File: config.mk
export PLATFORM = sky130hd
export DESIGN_NAME = pdc_power_control
export DESIGN_NICKNAME = d
export VERILOG_FILES = /design/src/pdc_pkg.sv /design/src/pdc_power_control.sv /design/src/pdc_noise_sampler.sv
export VERILOG_INCLUDE_DIRS = /design/src
export SDC_FILE = /design/constraint.sdc
export NUM_CORES = 1
export LEC_CHECK = 0
export ABC_AREA = 1
export BUFFER_PORTS_ARGS = -buffer_cell sky130_fd_sc_hd__buf_4
export CAP_MARGIN = 10
export CORE_MARGIN = 1
export CORE_UTILIZATION = 45
export DETAILED_ROUTE_END_ITERATION = 10
export PLACE_DENSITY = 0.63
export SLEW_MARGIN = 0
export SYNTH_ARGS = -nofsm -noshare
export SYNTH_HDL_FRONTEND = slang
export SYNTH_HIERARCHICAL = 1
export SYNTH_SLANG_ARGS = --single-unit
File: constraint.sdc
create_clock -name clock -period 1.85 [get_ports clock]
set_clock_uncertainty 0.2 [all_clocks]
set_input_delay 0.37 -clock clock [delete_from_list [all_inputs] [get_ports clock]]
set_output_delay 0.37 -clock clock [all_outputs]
set_load 0.005 [all_outputs]
File: src/pdc_consts.svh
// Constants of the power-down control block: offsets, fields, resets, counts.
`ifndef PDC_CONSTS_SVH
`define PDC_CONSTS_SVH

// ----------------------------------------------------------------
// Register offsets
// ----------------------------------------------------------------
`define PDC_ADDR_CTRL1 4'h0
`define PDC_ADDR_CTRL2 4'h1
`define PDC_ADDR_STATUS 4'h2

// ----------------------------------------------------------------
// Field positions and reset values
// ----------------------------------------------------------------
`define PDC_STBY_BIT 7
`define PDC_WAIT_HI 6
`define PDC_WAIT_LO 4
`define PDC_NOISE_BIT 3
`define PDC_SLEEP_VARIANT_SELECT_BIT 7
`define PDC_LOW_SPEED_FLAG_BIT 6
`define PDC_DIRECT_TRANSFER_FLAG_BIT 5
`define PDC_CTRL1_RESET 8'h00
`define PDC_CTRL2_RESET 8'h00

// ----------------------------------------------------------------
// Timing counts in clock states
// ----------------------------------------------------------------
`define PDC_WAIT_0 18'd8192
`define PDC_WAIT_1 18'd16384
`define PDC_WAIT_2 18'd32768
`define PDC_WAIT_3 18'd65536
`define PDC_WAIT_4 18'd131072
`define PDC_WAIT_5 18'd1024
`define PDC_WAIT_6 18'd128
`define PDC_WAIT_7 18'd16
`define PDC_NOISE_DIV_SLOW 5'd16
`define PDC_NOISE_DIV_FAST 5'd4

`endif

File: src/pdc_pkg.sv
// Types shared by the power-down control block.
`default_nettype none
package pdc_pkg;

  typedef enum logic [2:0] {
    MODE_ACTIVE,
    MODE_SLEEP,
    MODE_SUBACTIVE,
    MODE_SUBSLEEP,
    MODE_STANDBY,
    MODE_SETTLE
  } power_mode_e;

  typedef struct packed {
    logic [3:0] addr;
    logic [7:0] wdata;
    logic write;
    logic read;
  } reg_req_s;

  typedef struct packed {
    logic cpu_clock_en;
    logic periph_clock_en;
    logic timebase_clock_en;
    logic osc_run;
  } clock_gate_s;

endpackage : pdc_pkg
`default_nettype wire

File: src/pdc_power_control.sv
// Power-down control register pair and sleep / wake sequencer.
//
// Added by the designer: the address-and-strobe port and the register offsets.
`timescale 1ns/10ps
`default_nettype none
`include "pdc_consts.svh"
module pdc_power_control (
  input wire logic clock,
  input wire logic resetn,
  input wire pdc_pkg::reg_req_s bus_req,
  output logic [7:0] read_data,
  input wire logic sleep_exec,
  input wire logic wake_irq,
  input wire logic osc_stable,
  input wire logic timebase_selected,
  output var pdc_pkg::power_mode_e mode,
  output var pdc_pkg::clock_gate_s clocks,
  output logic sample_pulse
);
  import pdc_pkg::*;

  // ----------------------------------------------------------------
  // State
  // ----------------------------------------------------------------
  typedef struct packed {
    logic standby_select;
    logic [2:0] wake_wait_code;
    logic noise_sample_rate_select;
    logic sleep_variant_select;
    logic low_speed_flag;
    logic direct_transfer_flag;
    logic [7:0] rdata;
    power_mode_e mode;
    power_mode_e target;
    logic [17:0] settle_count;
    logic settle_counting;
  } ctrl_state_s;

  ctrl_state_s state_q;
  ctrl_state_s state_d;

  function automatic logic [17:0] wait_states(input logic [2:0] code);
    unique case (code)
      3'h0: wait_states = `PDC_WAIT_0;
      3'h1: wait_states = `PDC_WAIT_1;
      3'h2: wait_states = `PDC_WAIT_2;
      3'h3: wait_states = `PDC_WAIT_3;
      3'h4: wait_states = `PDC_WAIT_4;
      3'h5: wait_states = `PDC_WAIT_5;
      3'h6: wait_states = `PDC_WAIT_6;
      3'h7: wait_states = `PDC_WAIT_7;
    endcase
  endfunction : wait_states

  // Chooses the state a sleep instruction enters from the active modes.
  function automatic power_mode_e sleep_target(input ctrl_state_s s);
    if (s.standby_select) begin
      sleep_target = MODE_STANDBY;
    end else if (s.mode == MODE_SUBACTIVE || s.low_speed_flag) begin
      sleep_target = s.sleep_variant_select ? MODE_SUBSLEEP :
                     MODE_SLEEP;
    end else if (s.direct_transfer_flag && s.sleep_variant_select) begin
      sleep_target = MODE_SUBACTIVE;
    end else begin
      sleep_target = s.sleep_variant_select ? MODE_SUBSLEEP :
                     MODE_SLEEP;
    end
  endfunction : sleep_target

  logic [7:0] ctrl1_image;
  logic [7:0] ctrl2_image;

  always_comb begin
    state_d = state_q;
    ctrl1_image = {state_q.standby_select, state_q.wake_wait_code,
                   state_q.noise_sample_rate_select, 3'h0};
    ctrl2_image = {state_q.sleep_variant_select, state_q.low_speed_flag,
                   state_q.direct_transfer_flag, 5'h00};
    state_d.rdata = 8'h00;
    // ----------------------------------------------------------------
    // Register port
    // ----------------------------------------------------------------
    if (bus_req.write) begin
      unique case (bus_req.addr)
        `PDC_ADDR_CTRL1: begin
          state_d.standby_select = bus_req.wdata[`PDC_STBY_BIT];
          state_d.wake_wait_code =
            bus_req.wdata[`PDC_WAIT_HI:`PDC_WAIT_LO];
          state_d.noise_sample_rate_select = bus_req.wdata[`PDC_NOISE_BIT];
        end
        `PDC_ADDR_CTRL2: begin
          state_d.sleep_variant_select = bus_req.wdata[`PDC_SLEEP_VARIANT_SELECT_BIT];
          state_d.low_speed_flag = bus_req.wdata[`PDC_LOW_SPEED_FLAG_BIT];
          state_d.direct_transfer_flag = bus_req.wdata[`PDC_DIRECT_TRANSFER_FLAG_BIT];
        end
        default: begin
        end
      endcase
    end
    if (bus_req.read) begin
      unique case (bus_req.addr)
        `PDC_ADDR_CTRL1: state_d.rdata = ctrl1_image;
        `PDC_ADDR_CTRL2: state_d.rdata = ctrl2_image;
        `PDC_ADDR_STATUS: state_d.rdata = {5'h00, state_q.mode};
        default: state_d.rdata = 8'h00;
      endcase
    end
    // ----------------------------------------------------------------
    // Mode sequencer
    // ----------------------------------------------------------------
    unique case (state_q.mode)
      MODE_ACTIVE, MODE_SUBACTIVE: begin
        if (sleep_exec) begin
          state_d.mode = sleep_target(state_q);
        end
      end
      MODE_SLEEP: begin
        if (wake_irq) begin
          state_d.mode = MODE_ACTIVE;
        end
      end
      MODE_STANDBY, MODE_SUBSLEEP: begin
        if (wake_irq) begin
          state_d.mode = MODE_SETTLE;
          state_d.target = MODE_ACTIVE;
          state_d.settle_count = wait_states(state_q.wake_wait_code);
          state_d.settle_counting = 1'b0;
        end
      end
      MODE_SETTLE: begin
        if (!state_q.settle_counting) begin
          state_d.settle_counting = osc_stable;
        end else if (state_q.settle_count <= 18'd1) begin
          state_d.mode = state_q.target;
          state_d.settle_count = 18'd0;
          state_d.settle_counting = 1'b0;
        end else begin
          state_d.settle_count = state_q.settle_count - 18'd1;
        end
      end
      default: state_d.mode = MODE_ACTIVE;
    endcase
  end

  always_ff @(posedge clock) begin
    if (!resetn) begin
      state_q <= '0;
      state_q.mode <= MODE_ACTIVE;
      state_q.target <= MODE_ACTIVE;
    end else begin
      state_q <= state_d;
    end
  end

  // ----------------------------------------------------------------
  // Outputs
  // ----------------------------------------------------------------
  // The oscillator runs only when a system-clock mode is live or settling,
  // so the noise sampler idles in subclock and standby modes.
  logic osc_run;
  assign osc_run = (state_q.mode == MODE_ACTIVE) ||
                   (state_q.mode == MODE_SLEEP) ||
                   (state_q.mode == MODE_SETTLE);
  assign read_data = state_q.rdata;
  assign mode = state_q.mode;
  assign clocks.osc_run = osc_run;
  assign clocks.cpu_clock_en = (state_q.mode == MODE_ACTIVE) ||
                               (state_q.mode == MODE_SUBACTIVE);
  assign clocks.periph_clock_en = (state_q.mode != MODE_STANDBY) &&
                                  (state_q.mode != MODE_SETTLE);
  assign clocks.timebase_clock_en = (state_q.mode != MODE_STANDBY) ||
                                    timebase_selected;

  pdc_noise_sampler sampler (
    .clock(clock),
    .resetn(resetn),
    .run(osc_run),
    .fast_select(state_q.noise_sample_rate_select),
    .sample_pulse(sample_pulse)
  );
endmodule : pdc_power_control
`default_nettype wire

File: src/pdc_noise_sampler.sv
// Sampling strobe divider that picks the watch-clock sample rate.
`timescale 1ns/10ps
`default_nettype none
`include "pdc_consts.svh"
module pdc_noise_sampler (
  input wire logic clock,
  input wire logic resetn,
  input wire logic run,
  input wire logic fast_select,
  output logic sample_pulse
);
  import pdc_pkg::*;

  typedef struct packed {
    logic [4:0] count;
    logic pulse;
  } sampler_state_s;

  sampler_state_s state_q;
  sampler_state_s state_d;
  logic [4:0] limit;

  always_comb begin
    state_d = state_q;
    limit = fast_select ? `PDC_NOISE_DIV_FAST : `PDC_NOISE_DIV_SLOW;
    state_d.pulse = 1'b0;
    if (!run) begin
      state_d.count = 5'h00;
    end else if (state_q.count >= limit - 5'd1) begin
      state_d.count = 5'h00;
      state_d.pulse = 1'b1;
    end else begin
      state_d.count = state_q.count + 5'd1;
    end
  end

  always_ff @(posedge clock) begin
    if (!resetn) begin
      state_q <= '0;
    end else begin
      state_q <= state_d;
    end
  end

  assign sample_pulse = state_q.pulse;
endmodule : pdc_noise_sampler
`default_nettype wire

## Word-level counts from Yosys, hierarchy flattened

Memory sizes are Yosys's and may differ from the RTL's. A register that Yosys moved wholly into a read port is not among the register bits.
Index checks and enable logic that the tools add are counted.

- Register bits after elaboration: 44
- Bits in read-only memories: 64
- Bits of input ports: 20
- Output and inout port bits: 16
- Word-level logic and storage cells: 74
- Memories: 1

- $add $sub $neg: 3
- $lt $le $gt $ge: 2
- Equality and inequality tests: 14
- Multiplexer cells: 20
- Bitwise gates (word level): 2
- Reductions and logical operators: 20

Memories:

| name | depth | bits a word | rd ports | clocked after memory_dff | wr ports | line | source |
|---|---|---|---|---|---|---|---|
| (no name shown) | 8 | 8 | 1 | 1 | 0 | pdc_power_control.sv:43 | `unique case (code)` |

Operators by type and width:

| kind | count |
|---|---|
| 19-bit one-hot mux with 2 select lines | 1 |
| 18-bit 2-to-1 mux | 2 |
| 25-bit 2-to-1 mux | 1 |
| 8-bit one-hot mux with 3 select lines | 1 |
| 3-bit 2-to-1 mux | 7 |
| 18-bit by 1-bit <= comparator with 1-bit output, second input constant | 1 |
| 18-bit by 1-bit subtractor with 18-bit output, second input constant | 1 |
| 3-bit one-hot mux with 4 select lines | 1 |
| 2-bit != test, second input constant | 5 |
| 2-bit AND reduction | 5 |
| 3-bit by 2-bit == test with 1-bit output, second input constant | 2 |
| 3-bit == test, second input constant | 2 |
| 2-bit 2-to-1 mux | 3 |
| 3-bit != test, second input constant | 2 |
| 5-bit by 1-bit adder with 5-bit output, second input constant | 1 |
| 5-bit >= comparator | 1 |
| 1-bit logical OR | 5 |
| 5-bit 2-to-1 mux | 1 |
| 5-bit AND reduction | 1 |
| 5-bit by 1-bit subtractor with 5-bit output, second input constant | 1 |
| 4-bit by 1-bit == test with 1-bit output, second input constant | 1 |
| 4-bit by 2-bit == test with 1-bit output, second input constant | 1 |
| 4-bit logical NOT | 1 |
| 2-bit OR reduction | 2 |
| 8 further kinds | 12 |

## Depth between registers and ports, before layout

Gate-level depths: netlist of the first run.

- Word-level depth: 6
- Mapped depth: 11
- Mapped depth without buffers: 10

## By module

Netlist of the first run, hierarchy kept.

By module, submodules not included:

| module | times used | cells each | area each (um^2) | sequential area each (um^2) |
|---|---|---|---|---|
| pdc_power_control | 1 | 338 | 2317.2 | 920.9 |
| pdc_noise_sampler | 1 | 36 | 291.5 | 120.1 |

## Worst setup path after synthesis of the first run

Ideal clock, no wire load.

- Path type: reg-to-reg
- Start: register state_q[1] (netlist name)
- End: register state_q[10] (netlist name)
- Library setup time: 121 ps
- Data arrival time: 1383 ps
- Required time: 1529 ps
- Path slack: 145 ps
- Stages on the path, launching flop included: 10
- Path buffers: 0
- Period minus slack after synthesis: 1705 ps
- Path through: dfxtp_1 inv_1 ha_1 nand2_1 nor2_2 nand3_1 nand3_2 nand2_1 nand2_1 nor2_1

- Longest elaborated chain between the ends: 4
- Elaborated cells on any way between the ends: 5

Ends and longest elaborated chain:

| element | line | source |
|---|---|---|
| start, declared | pdc_power_control.sv:39 | `ctrl_state_s state_q;` |
| start signal, assigned | pdc_power_control.sv:151 | `state_q <= state_d;` |
| 18-bit by 1-bit subtractor with 18-bit output / 18-bit by 1-bit <= comparator with 1-bit output (equally long branches) | pdc_power_control.sv:138, pdc_power_control.sv:133 |  |
| 18-bit 2-to-1 mux (*) | pdc_power_control.sv:133 | `end else if (state_q.settle_count <= 18'd1) begin` |
| 18-bit 2-to-1 mux (*) | pdc_power_control.sv:131 | `if (!state_q.settle_counting) begin` |
| 19-bit one-hot mux with 2 select lines (*) | pdc_power_control.sv:111 | `unique case (state_q.mode)` |

Mark *: on every way between the ends. The rest lies on a longest branch, timed or not. The select of a mux whose other input is x is not followed.
A chain may end at the register's enable or synchronous reset.

==> results by group, run 1 <==
Outcome
  • Status: finished clean

Route
  • Drt total wl: 5.540 mm
  • Final ANT Viol Nets: 0
  • TritonRoute pass-1 iters: 4
  • Wire per inst: between 10 and 15 um
  • Vias per cell: 4.867
  • Via count: 2414
  • Initial DRC count: 90
  • DRC errors left: 0

Finish
  • Design area: about 3300 um^2
  • Antenna diodes: 0
  • Final core utilization: 58.69%
  • Final #Nets: 448
  • Share of cells above drive strength 1: 26.65%
  • Area occupied by multi-input gates: 1340 um^2
  • Layout area overhead: 24.65%
  • Fillers: approximately 550
  • Register area: 1054 um^2

Pwr
  • Peak supply drop: 0.0008481 V
  • Gate power share: 58.0%
  • Seq pwr share: 28.0%
  • Int Power: between 3 and 4 mW
  • LEAKAGE: 1.481 nW
  • Clock Power Share: 13.9%
  • Net switching power: 2.423 mW
  • Net Sw Frac: 43.25%
  • Cell area power density: between 1500 and 2000 nW/um^2

Clocking
  • Clock Latency Late Sink: about 0.30 ns
  • CTS Buf Count: 5
  • CTS tree: yes
  • Clock transition at path regs: 0.10 ns
  • H-tree depth: 2
  • CTS Sinks: 52
  • Post-CTS Hold Buffers: 0
  • Root buf cell: clkbuf_8
  • Bufs on Longest Clock Path: 2

Setup path
  • R2R Setup Slk: 0.07 ns
  • Setup crit start kind: flip-flop
  • Buffer and inverter count on the worst path: 3
  • R2R Path End: state_q[12]
  • CP Capture Type: output port
  • Worst path cell trace: inv_4 > buf_4 > a21oi_2 > buf_4
  • Slowest cell delay on critical path: 0.40 ns
  • Max FO, Critical Path: 5
  • Reg2Reg Depth: 10
  • Reg2reg start: mode[0]
  • Worst EP arrival: 1.23 ns
  • Req. time, crit path: 1.28 ns
  • CP top delay family: flip-flops
  • Critical path's most frequent cell: buf_4
  • Setup CP Type: flip-flop to output port
  • Slowest stage cell, crit path: dfxtp_4

Synthesis
  • Sequential fraction of the synthesis area: 39.90%
  • Area contributors post-synth: dfxtp_1 (40%), nand2_1 (11%), nor2_1 (9.6%), inv_1 (6.2%), a21oi_1 (5.2%)
  • Share of the synthesized area in the top cell type: 39.90%
  • Yosys reg bits: 52
  • Syn_nets: between 300 and 400
  • Synthesized area: 2609 um^2
  • Async SR Flop Fraction: 0%
  • Most common cell in the netlist: nand2_1
  • Synthesized area per cell: 6.975 um^2
  • Yosys top cell by area: dfxtp_1
  • Largest family of logic cells by synthesized area: simple AND/OR/NAND/NOR gates
  • Compound-Gate Fraction of Synth Area: 9.784%
  • Post-synthesis mux area share: 0%
  • Number of flops mapped to enable cells by yosys: 0
  • Synth top cells by count: nand2_1 (77), nor2_1 (67), dfxtp_1 (52)
  • Area share of and/or/nand/nor cells after synthesis: 32.47%
  • Synth Instances: 374
  • Post-synthesis xor/xnor area fraction: between 3 and 4%
  • Synth Warn #: 6
  • Fraction of the mapped netlist area in adder cells: about 2.4%
  • Netlist cell types: 27
  • Top FF cell, synth: dfxtp_1

STA
  • Tightest Pin Transition: 0.3294 ns
  • Slew Limit Headroom: about 78%
  • Final worst setup slack: 0.04530 ns
  • F_max: 554.1 MHz
  • Final number of setup-violating endpoints: 0
  • Part of the cycle the worst path needs: 97.55%
  • Post-route setup TNS: 0 ns
  • Tmin final: 1.805 ns
  • Final Hold Vio Count: 0
  • Slew Viols, Final: 0

Floorplanning
  • IO Count: 36
  • Chip height: 78.14 um
  • Row Count: 27
  • Die width: around 78 um
  • Core ar.: 5540 um^2
  • Initial core utilization: between 40% and 50%
  • Die ar.: 6106 um^2

Min path
  • Hold Startpoint: bus_req[5]
  • Worst Hold Class: input port to flip-flop
  • Worst hold path cell count: 3
  • Hold EP: ctrl1_image[3]

Run
  • Max cap viols: 0

Global routing
  • Grt ovf: 0
  • Global-route wire length before repair: 9.052 mm
  • Initial antenna violation count: 0
  • Vias in the first global route: 2163
  • Largest net degree at the start of global routing: 25
  • All-Layer GR Usage: 18.58%

Placement
  • Worst slack at placement: between 0.02 and 0.03 ns
  • DP Wirelength: 4.125 mm
  • Port Buf Inserts: 32
  • Placed inst area: 2994 um^2
  • Routability cong.: 0.8880
==> cell usage in the layout, fill, tap and decap left out, types with 2 or more instances in the layout <==
| master | synthesis | layout |
|---|---|---|
| a21oi_1 | 27 | 24 |
| a21oi_2 | 0 | 3 |
| buf_12 | 0 | 2 |
| buf_4 | 13 | 56 |
| clkbuf_8 | 0 | 5 |
| dfxtp_1 | 52 | 48 |
| dfxtp_4 | 0 | 3 |
| ha_1 | 5 | 4 |
| inv_1 | 43 | 40 |
| inv_2 | 3 | 4 |
| inv_4 | 1 | 2 |
| nand2_1 | 77 | 72 |
| nand2_2 | 3 | 8 |
| nand2_4 | 2 | 2 |
| nand3_1 | 16 | 14 |
| nand3_2 | 2 | 3 |
| nand3b_1 | 2 | 2 |
| nand4_1 | 8 | 8 |
| nor2_1 | 67 | 58 |
| nor2_2 | 6 | 13 |
| nor2_4 | 0 | 2 |
| nor3_1 | 8 | 8 |
| o21ai_0 | 17 | 17 |
| o22ai_1 | 3 | 3 |
| xnor2_1 | 7 | 7 |
| xor2_1 | 4 | 4 |
==> cell type report <==
| class | instances | area share (%) |
|---|---|---|
| repair buffers | 59 | 14.51 |
| multi-input cells | 258 | 41.21 |
| clock inverters | 2 | 1.193 |
| clock buffers | 6 | 2.232 |
| well taps | 72 | 2.770 |
| inverters | 47 | 5.695 |
| flip-flops and latches | 52 | 32.40 |
==> worst register-to-register path, cell delays in order (launching register included) <==
cell and delay [ns]:
dfxtp_4 0.40, inv_4 0.05, nor3_4 0.20, buf_4 0.16, nand2_2 0.06, nand2_4 0.12, inv_2 0.07, buf_12 0.15
nand2_2 0.07, xor2_1 0.15, nor2_1 0.05
==> worst max-delay path by stage <==
stage          cells past startpoint  slack, ns           to       start
2_1_floorplan                      9       0.15  state_q[10]  state_q[1]
3_3_place_gp                      10       0.06   state_q[1]     mode[1]
3_5_place_dp                      10       0.03   state_q[4]     mode[1]
4_1_cts                            4      0.003    clocks[1]     mode[1]
5_1_grt                            9      -0.02  state_q[14]  state_q[2]
6_report                           4       0.05    clocks[0]     mode[0]
==> metal layers <==
metal / global-route usage [%] / share of wire, % / up-vias
li1: - / - / 1266
met3: 2.907 / 4.5 / 4
met5: 0 / 0 / -
met1: 22.86 / 47 / 1104
met2: 32.63 / 48 / 40
met4: 6.667 / 0.83 / 0
==> stage by stage <==
stage / hold WS [ns] / cells / power [mW]
6_report: 0.1415 / 496 / 5.603
3_3_place_gp: 0.2371 / 482 / 4.356
4_1_cts: 0.1337 / 492 / 5.240
2_1_floorplan: 0.2242 / 374 / 3.579
3_5_place_dp: 0.2408 / 482 / 4.394
5_1_grt: 0.1478 / 496 / 6.069
==> logic make-up after synthesis <==
group                    after synthesis
flip-flops                            52
AND/OR/NAND/NOR                      193
AO/OA/AOI/OAI                         49
buffers and inverters                 64
XOR/XNOR                              11
adder cells (fa/ha/maj)                5
==> what timing repair did <==
item / in CTS / in global routing
pin swaps: 1 / 9
resized for setup: 5 / 31
setup endpoints to repair: 4 / 23
setup buffers: 2 / 4
cloned: 0 / 0
==> power by group through the flow <==
stage                     logic (mW)  registers, mW  clock network, mW
after floorplan                 2.08           1.50                  0
after global placement          2.82           1.54                  0
after detailed placement        2.85           1.55                  0
after CTS                       2.90           1.53              0.814
after global routing            3.61           1.60              0.854
final                           3.25           1.57              0.781
(Power assumes the default switching activity.)
==> run 2: changes to the inputs <==
--- a/config.mk
+++ b/config.mk
@@ -6,7 +6,6 @@
 export SDC_FILE = /design/constraint.sdc
 export NUM_CORES = 1
 export LEC_CHECK = 0
-export ABC_AREA = 1
 export BUFFER_PORTS_ARGS = -buffer_cell sky130_fd_sc_hd__buf_4
 export CAP_MARGIN = 10
 export CORE_MARGIN = 1
==> run 2 against run 1 <==
Net effect: the flow now finishes with violations (negative setup slack); critical path type is now flip-flop to flip-flop; area after synthesis fell by 0.72%; final area rose by 9.7%; sequential cell count did not move; sequential power fell by 27%; setup slack got worse by 0.21 ns; clock power fell by 11%; first-iteration DRC count rose by 79%.
==> results by group, run 2 <==
STA
  • Slew Limit Headroom: 63.51%
  • Tightest Pin Transition: between 0.5 and 0.6 ns
  • Part of the cycle the worst path needs: 108.7%
  • Tmin final: 2.011 ns
  • Slew Viols, Final: 0
  • Final worst setup slack: -0.1608 ns
  • Final Hold Vio Count: 0
  • F_max: about 500 MHz
  • Final number of setup-violating endpoints: 19
  • RSZ-0062 raised after global routing: yes
  • Post-route setup TNS: -1.310 ns

Global routing
  • Largest net degree at the start of global routing: 25
  • Grt ovf: 0
  • Global-route wire length before repair: between 10 and 15 mm
  • Initial antenna violation count: 0
  • All-Layer GR Usage: between 20% and 30%
  • Vias in the first global route: roughly 2200

Pwr
  • Peak supply drop: between 0.0003 and 0.0004 V
  • Net Sw Frac: 25.30%
  • Total power: 1.969 mW
  • Int Power: 1.471 mW
  • Net switching power: 0.4982 mW
  • Seq pwr share: 57.8%
  • Cell area power density: 551.8 nW/um^2
  • Clock Power Share: 35.4%
  • Gate power share: 6.8%
  • LEAKAGE: 1.522 nW

Synthesis
  • Largest family of logic cells by synthesized area: simple AND/OR/NAND/NOR gates
  • Number of flops mapped to enable cells by yosys: 0
  • Yosys reg bits: 52
  • Async SR Flop Fraction: 0%
  • Sequential fraction of the synthesis area: between 40% and 50%
  • Synthesized area per cell: 8.492 um^2
  • Area contributors post-synth: dfxtp_1 (40%), mux2i_1 (4.6%), buf_4 (3.5%), nor2_1 (3.3%), nand3_1 (3.1%)
  • Syn_nets: 330
  • Yosys top cell by area: dfxtp_1
  • Area share of and/or/nand/nor cells after synthesis: 25.56%
  • Post-synthesis mux area share: under 10%
  • Netlist cell types: 55
  • Share of the synthesized area in the top cell type: roughly 40%
  • Top FF cell, synth: dfxtp_1
  • Synthesized area: between 2000 and 3000 um^2
  • Synth Warn #: 6
  • Most common cell in the netlist: dfxtp_1
  • Synth Instances: 305
  • Compound-Gate Fraction of Synth Area: approximately 18%
  • Post-synthesis xor/xnor area fraction: between 1 and 1.5%
  • Fraction of the mapped netlist area in adder cells: 2.415%
  • Synth top cells by count: dfxtp_1 (52), nor2_1 (23), nand2_1 (19)

Setup path
  • Reg2Reg Depth: 6
  • Worst EP arrival: approximately 2 ns
  • Reg2reg start: state_q[1]
  • Req. time, crit path: 1.85 ns
  • Max FO, Critical Path: 4
  • Setup crit start kind: flip-flop
  • Crit path launch: state_q[1]
  • CP Capture Type: flip-flop
  • R2R Path End: state_q[11]
  • Setup CP Type: flip-flop to flip-flop
  • R2R Setup Slk: -0.16 ns

Finish
  • Non-Filler Instances: around 450
  • Antenna diodes: 0
  • Final core utilization: 64.41%
  • Design area: 3568 um^2
  • Share of cells above drive strength 1: 39.36%
  • Leading cell type in the layout, fill and taps excluded: buf_4
  • Layout area overhead: 37.78%
  • Commonest cells after routing, fill and taps aside: buf_4 (87), dfxtp_1 (43), nor2_1 (21)
  • Final #Nets: 400

Floorplanning
  • Chip height: 77.87 um
  • Die ar.: 6063 um^2
  • Die width: 77.87 um
  • Row Count: 27
  • IO Count: 36
  • Initial core utilization: a little under half
  • Core ar.: 5540 um^2

Placement
  • DP Wirelength: 4.479 mm
  • Port Buf Inserts: 32
  • Placed inst area: 3198 um^2
  • Placed cells: 435
  • Routability cong.: 0.8928

Clocking
  • Clock Latency Late Sink: 0.31 ns
  • CTS tree: yes
  • Clock transition at path regs: 0.11 ns
  • Post-CTS Hold Buffers: 0
  • Root buf cell: clkbuf_8
  • Bufs on Longest Clock Path: 2
  • CTS Buf Count: 5
  • H-tree depth: 2
  • CTS Sinks: 52

Min path
  • Hold Startpoint: bus_req[5]
  • Hold EP: ctrl1_image[3]
  • Worst hold path cell count: 3
  • Worst Hold Class: input port to flip-flop

Run
  • Max cap viols: 0

Route
  • DRC errors left: 0
  • Via count: 2466
  • Vias per cell: 5.504
  • Initial DRC count: 161
  • Drt total wl: 6.654 mm
  • Final ANT Viol Nets: 0
  • Wire per inst: 14.85 um
  • TritonRoute pass-1 iters: 4

Outcome
  • Status: finished with violations
  • Violated checks: negative setup slack
==> run 2: changes by cell type after synthesis, sizes merged, moves of 6 or more <==
cell    previous run  this run
nand2             82        19
nor2              73        24
inv               47        11
mux2i              0        12
clkbuf             2        13
a21oi             27        17
nor4               0        10
nand4              8         1
nor3               9        16
and2               0         6
xnor2              7         1
==> run 2: kinds of logic after synthesis <==
| group | Yosys count |
|---|---|
| adder cells (fa/ha/maj) | 5 |
| XOR/XNOR | 3 |
| flip-flops | 52 |
| AO/OA/AOI/OAI | 69 |
| multiplexers | 12 |
| AND/OR/NAND/NOR | 122 |
| buffers and inverters | 42 |
==> run 2: power by group through the flow <==
stage | Clock [mW] | Sequential [mW] | Combinational [mW]
6_report | 0.696 | 1.14 | 0.134
2_1_floorplan | 0 | 1.17 | 0.0656
5_1_grt | 0.741 | 1.14 | 0.147
3_5_place_dp | 0 | 1.17 | 0.130
4_1_cts | 0.709 | 1.14 | 0.132
3_3_place_gp | 0 | 1.17 | 0.127
==> run 2: layout make-up <==
type | count | area (um^2)
clock inverter | 3 | 25.02
fill | 485 | 1972
sequential | 52 | 1062
timing repair buffer | 94 | 740.7
multi-input combinational | 211 | 1538
inverter | 11 | 43.79
clock buffer | 5 | 68.82
tap | 72 | 90.09
==> run 2: worst max-delay path by stage <==
stage / slack [ns] / endpoint / depth (start not counted)
global placement: -0.16 / state_q[11] / 6
CTS: -0.14 / state_q[11] / 6
detailed placement: -0.17 / state_q[11] / 6
floorplan: -0.08 / state_q[11] / 6
global route: -0.23 / state_q[7] / 7
finish: -0.16 / state_q[11] / 6
==> run 2: timing repair <==
item / in CTS / in global routing
pin swaps: 5 / 13
setup buffers: 3 / 2
endpoints found under the setup margin: 20 / 22
gates resized for setup: 25 / 32
==> run 2: worst max-delay path, cell delays in order, from the launching register on <==
cell and delay (ns):
dfxtp_4 0.38, inv_4 0.06, ha_4 0.13, or3b_4 0.41
or4_4 0.50, a21oi_2 0.14, o22ai_1 0.07
==> run 2: stage by stage <==
step	setup slack (ns)	hold WS (ns)
2_1_floorplan	-0.08173	0.2291
3_3_place_gp	-0.1562	0.2530
3_5_place_dp	-0.1685	0.2592
4_1_cts	-0.1363	0.09011
5_1_grt	-0.2297	0.09889
6_report	-0.1608	0.09731
==> run 2: routing by layer <==
layer	global-route usage, %	wire length (um)
met1	30.08	3071
met2	34.25	3262
met3	3.294	218
met4	8.868	101
met5	0	0
==> run 3: changes to the inputs <==
--- a/config.mk
+++ b/config.mk
@@ -6,12 +6,12 @@
 export SDC_FILE = /design/constraint.sdc
 export NUM_CORES = 1
 export LEC_CHECK = 0
-export BUFFER_PORTS_ARGS = -buffer_cell sky130_fd_sc_hd__buf_4
 export CAP_MARGIN = 10
 export CORE_MARGIN = 1
 export CORE_UTILIZATION = 45
 export DETAILED_ROUTE_END_ITERATION = 10
-export PLACE_DENSITY = 0.63
+export DONT_BUFFER_PORTS = 1
+export PLACE_DENSITY = 0.58
 export SLEW_MARGIN = 0
 export SYNTH_ARGS = -nofsm -noshare
 export SYNTH_HDL_FRONTEND = slang
==> run 3 against run 2 <==
Net effect: the run still ends with negative setup slack left; die area unchanged; final cell count decreased by 7.1%; via count decreased by 5.5%.
==> results by group, run 3 (synthesis gave the netlist of run 2 again) <==
Outcome
  • Status: finished with violations
  • Violated checks: negative setup slack

Setup path
  • CP Depth: 6
  • Max FO, Critical Path: 4
  • Worst path cell trace: inv_2 > ha_4 > or3b_4 > or4_1 > a21oi_1 > o22ai_1
  • CP top delay family: simple AND/OR/NAND/NOR gates
  • R2R Path End: state_q[11]
  • Crit path launch: state_q[1]
  • Slowest stage cell, crit path: or4_1
  • CP Capture Type: flip-flop
  • CP Capture Point: state_q[11]
  • Slowest cell delay on critical path: 0.48 ns
  • Worst EP arrival: 1.97 ns
  • Setup CP Type: flip-flop to flip-flop
  • Setup crit start kind: flip-flop
  • R2R Setup Slk: -0.12 ns
  • Reg2reg start: state_q[1]
  • Buffer and inverter count on the worst path: 1
  • Req. time, crit path: 1.85 ns
  • Reg2Reg Depth: 6

STA
  • Slew Limit Headroom: between 60 and 70%
  • Tightest Pin Transition: about 0.54 ns
  • Slew Viols, Final: 0
  • Final Hold Vio Count: 0
  • F_max: 508.6 MHz
  • Part of the cycle the worst path needs: 106.3%
  • Final worst setup slack: -0.1161 ns
  • Final number of setup-violating endpoints: 11
  • Tmin final: 1.966 ns
  • RSZ-0062 raised after global routing: yes

Clocking
  • CTS Sinks: 52
  • Root buf cell: clkbuf_8
  • Clock Latency Late Sink: between 0.3 and 0.4 ns
  • Clock transition at path regs: about 0.1 ns
  • H-tree depth: 2
  • Bufs on Longest Clock Path: 2
  • CTS tree: yes
  • CTS Buf Count: 5

Finish
  • Fillers: 493
  • Layout area overhead: 30.05%
  • Final #Nets: 368
  • Share of cells above drive strength 1: 34.59%
  • Antenna diodes: 0
  • Final core utilization: 60.79%
  • Design area: 3368 um^2
  • Leading cell type in the layout, fill and taps excluded: buf_4
  • Commonest cells after routing, fill and taps aside: buf_4 (50), dfxtp_1 (43), nor2_1 (21)

Pwr
  • Peak supply drop: 0.0004975 V
  • LEAKAGE: 1.361 nW
  • Total power: 1.909 mW
  • Cell area power density: 566.9 nW/um^2

Global routing
  • Initial antenna violation count: 0
  • Largest net degree at the start of global routing: 23
  • Global-route wire length before repair: 11.03 mm
  • Grt ovf: 0
  • Vias in the first global route: 2307
  • All-Layer GR Usage: 23.05%

Min path
  • Worst Hold Class: input port to flip-flop
  • Worst hold path cell count: 2

Run
  • Max cap viols: 0

Floorplanning
  • Core ar.: 5540 um^2
  • Die ar.: 6063 um^2
  • IO Count: 36
  • Die width: 77.87 um
  • Row Count: 27
  • Chip height: 77.87 um
  • Initial core utilization: 46.75%

Route
  • Via count: 2330
  • Final ANT Viol Nets: 0
  • DRC errors left: 0
  • TritonRoute pass-1 iters: 4
  • Initial DRC count: 193
  • Drt total wl: 6.385 mm
  • Wire per inst: 15.35 um
  • Vias per cell: 5.601

Placement
  • Placed inst area: approximately 2900 um^2
  • Port Buf Inserts: 0
  • DP Wirelength: approximately 4.4 mm
  • Routability cong.: 0.8301
-- run 3: area by class of cell --
class	count	area (um^2)	share of cell area, %
Timing Repair Buffer	62	505.5	15.01
Inverter	11	41.29	1.226
Clock buffer	5	68.82	2.043
Sequential cell	52	1057	31.39
Tap cell	72	90.09	2.675
Clock inverter	3	22.52	0.6686
Multi-Input combinational cell	211	1583	46.99
-- run 3: worst min path at each step --
stage	end	startpoint	slack [ns]
5_1_grt	ctrl2_image[6]	bus_req[8]	0.0009
6_report	ctrl2_image[6]	bus_req[8]	0.001
3_5_place_dp	read_data[0]	bus_req[10]	0.25
2_1_floorplan	read_data[4]	ctrl1_image[4]	0.23
4_1_cts	ctrl2_image[6]	bus_req[8]	0.0007
3_3_place_gp	read_data[0]	bus_req[10]	0.25
-- run 3: per-layer routing --
layer / GRT usage, % / up-vias / wire [um]
met4: 7.736 / 0 / 111
met1: 30.35 / 1095 / 2996
li1: - / 1173 / -
met3: 3.412 / 11 / 266
met5: 0 / - / 0
met2: 38.32 / 51 / 3012
-- run 3: worst register-to-register path, stage by stage (launching register included) --
cell,delay (ns)
dfxtp_2,0.35
inv_2,0.08
ha_4,0.13
or3b_4,0.40
or4_1,0.48
a21oi_1,0.14
o22ai_1,0.08
-- run 3: report_power, final --
part	internal, mW	switching (mW)
registers	1.13	0.0124
logic	0.0404	0.0445
clock network	0.272	0.411
total	1.44	0.467
-- run 3: repair_timing --
item / 4_1_cts / 5_1_grt
cloned: 1 / 0
setup buffers: 2 / 1
pin swaps: 6 / 9
endpoints found under the setup margin: 20 / 24
resized for setup: 27 / 36
hold endpoints to repair: 4 / 1
hold buffers: 3 / 1
-- run 3: stage by stage --
stage          setup WS [ns]  setup TNS, ns  hold WS [ns]  cells
6_report             -0.1161        -0.3757      0.001284    416
5_1_grt              -0.1844         -1.887     0.0009492    416
4_1_cts              -0.1038        -0.2587     0.0006699    414
3_5_place_dp         -0.1276         -1.071        0.2524    400
3_3_place_gp         -0.1236        -0.8323        0.2501    400
2_1_floorplan       -0.08173        -0.2514        0.2291    305
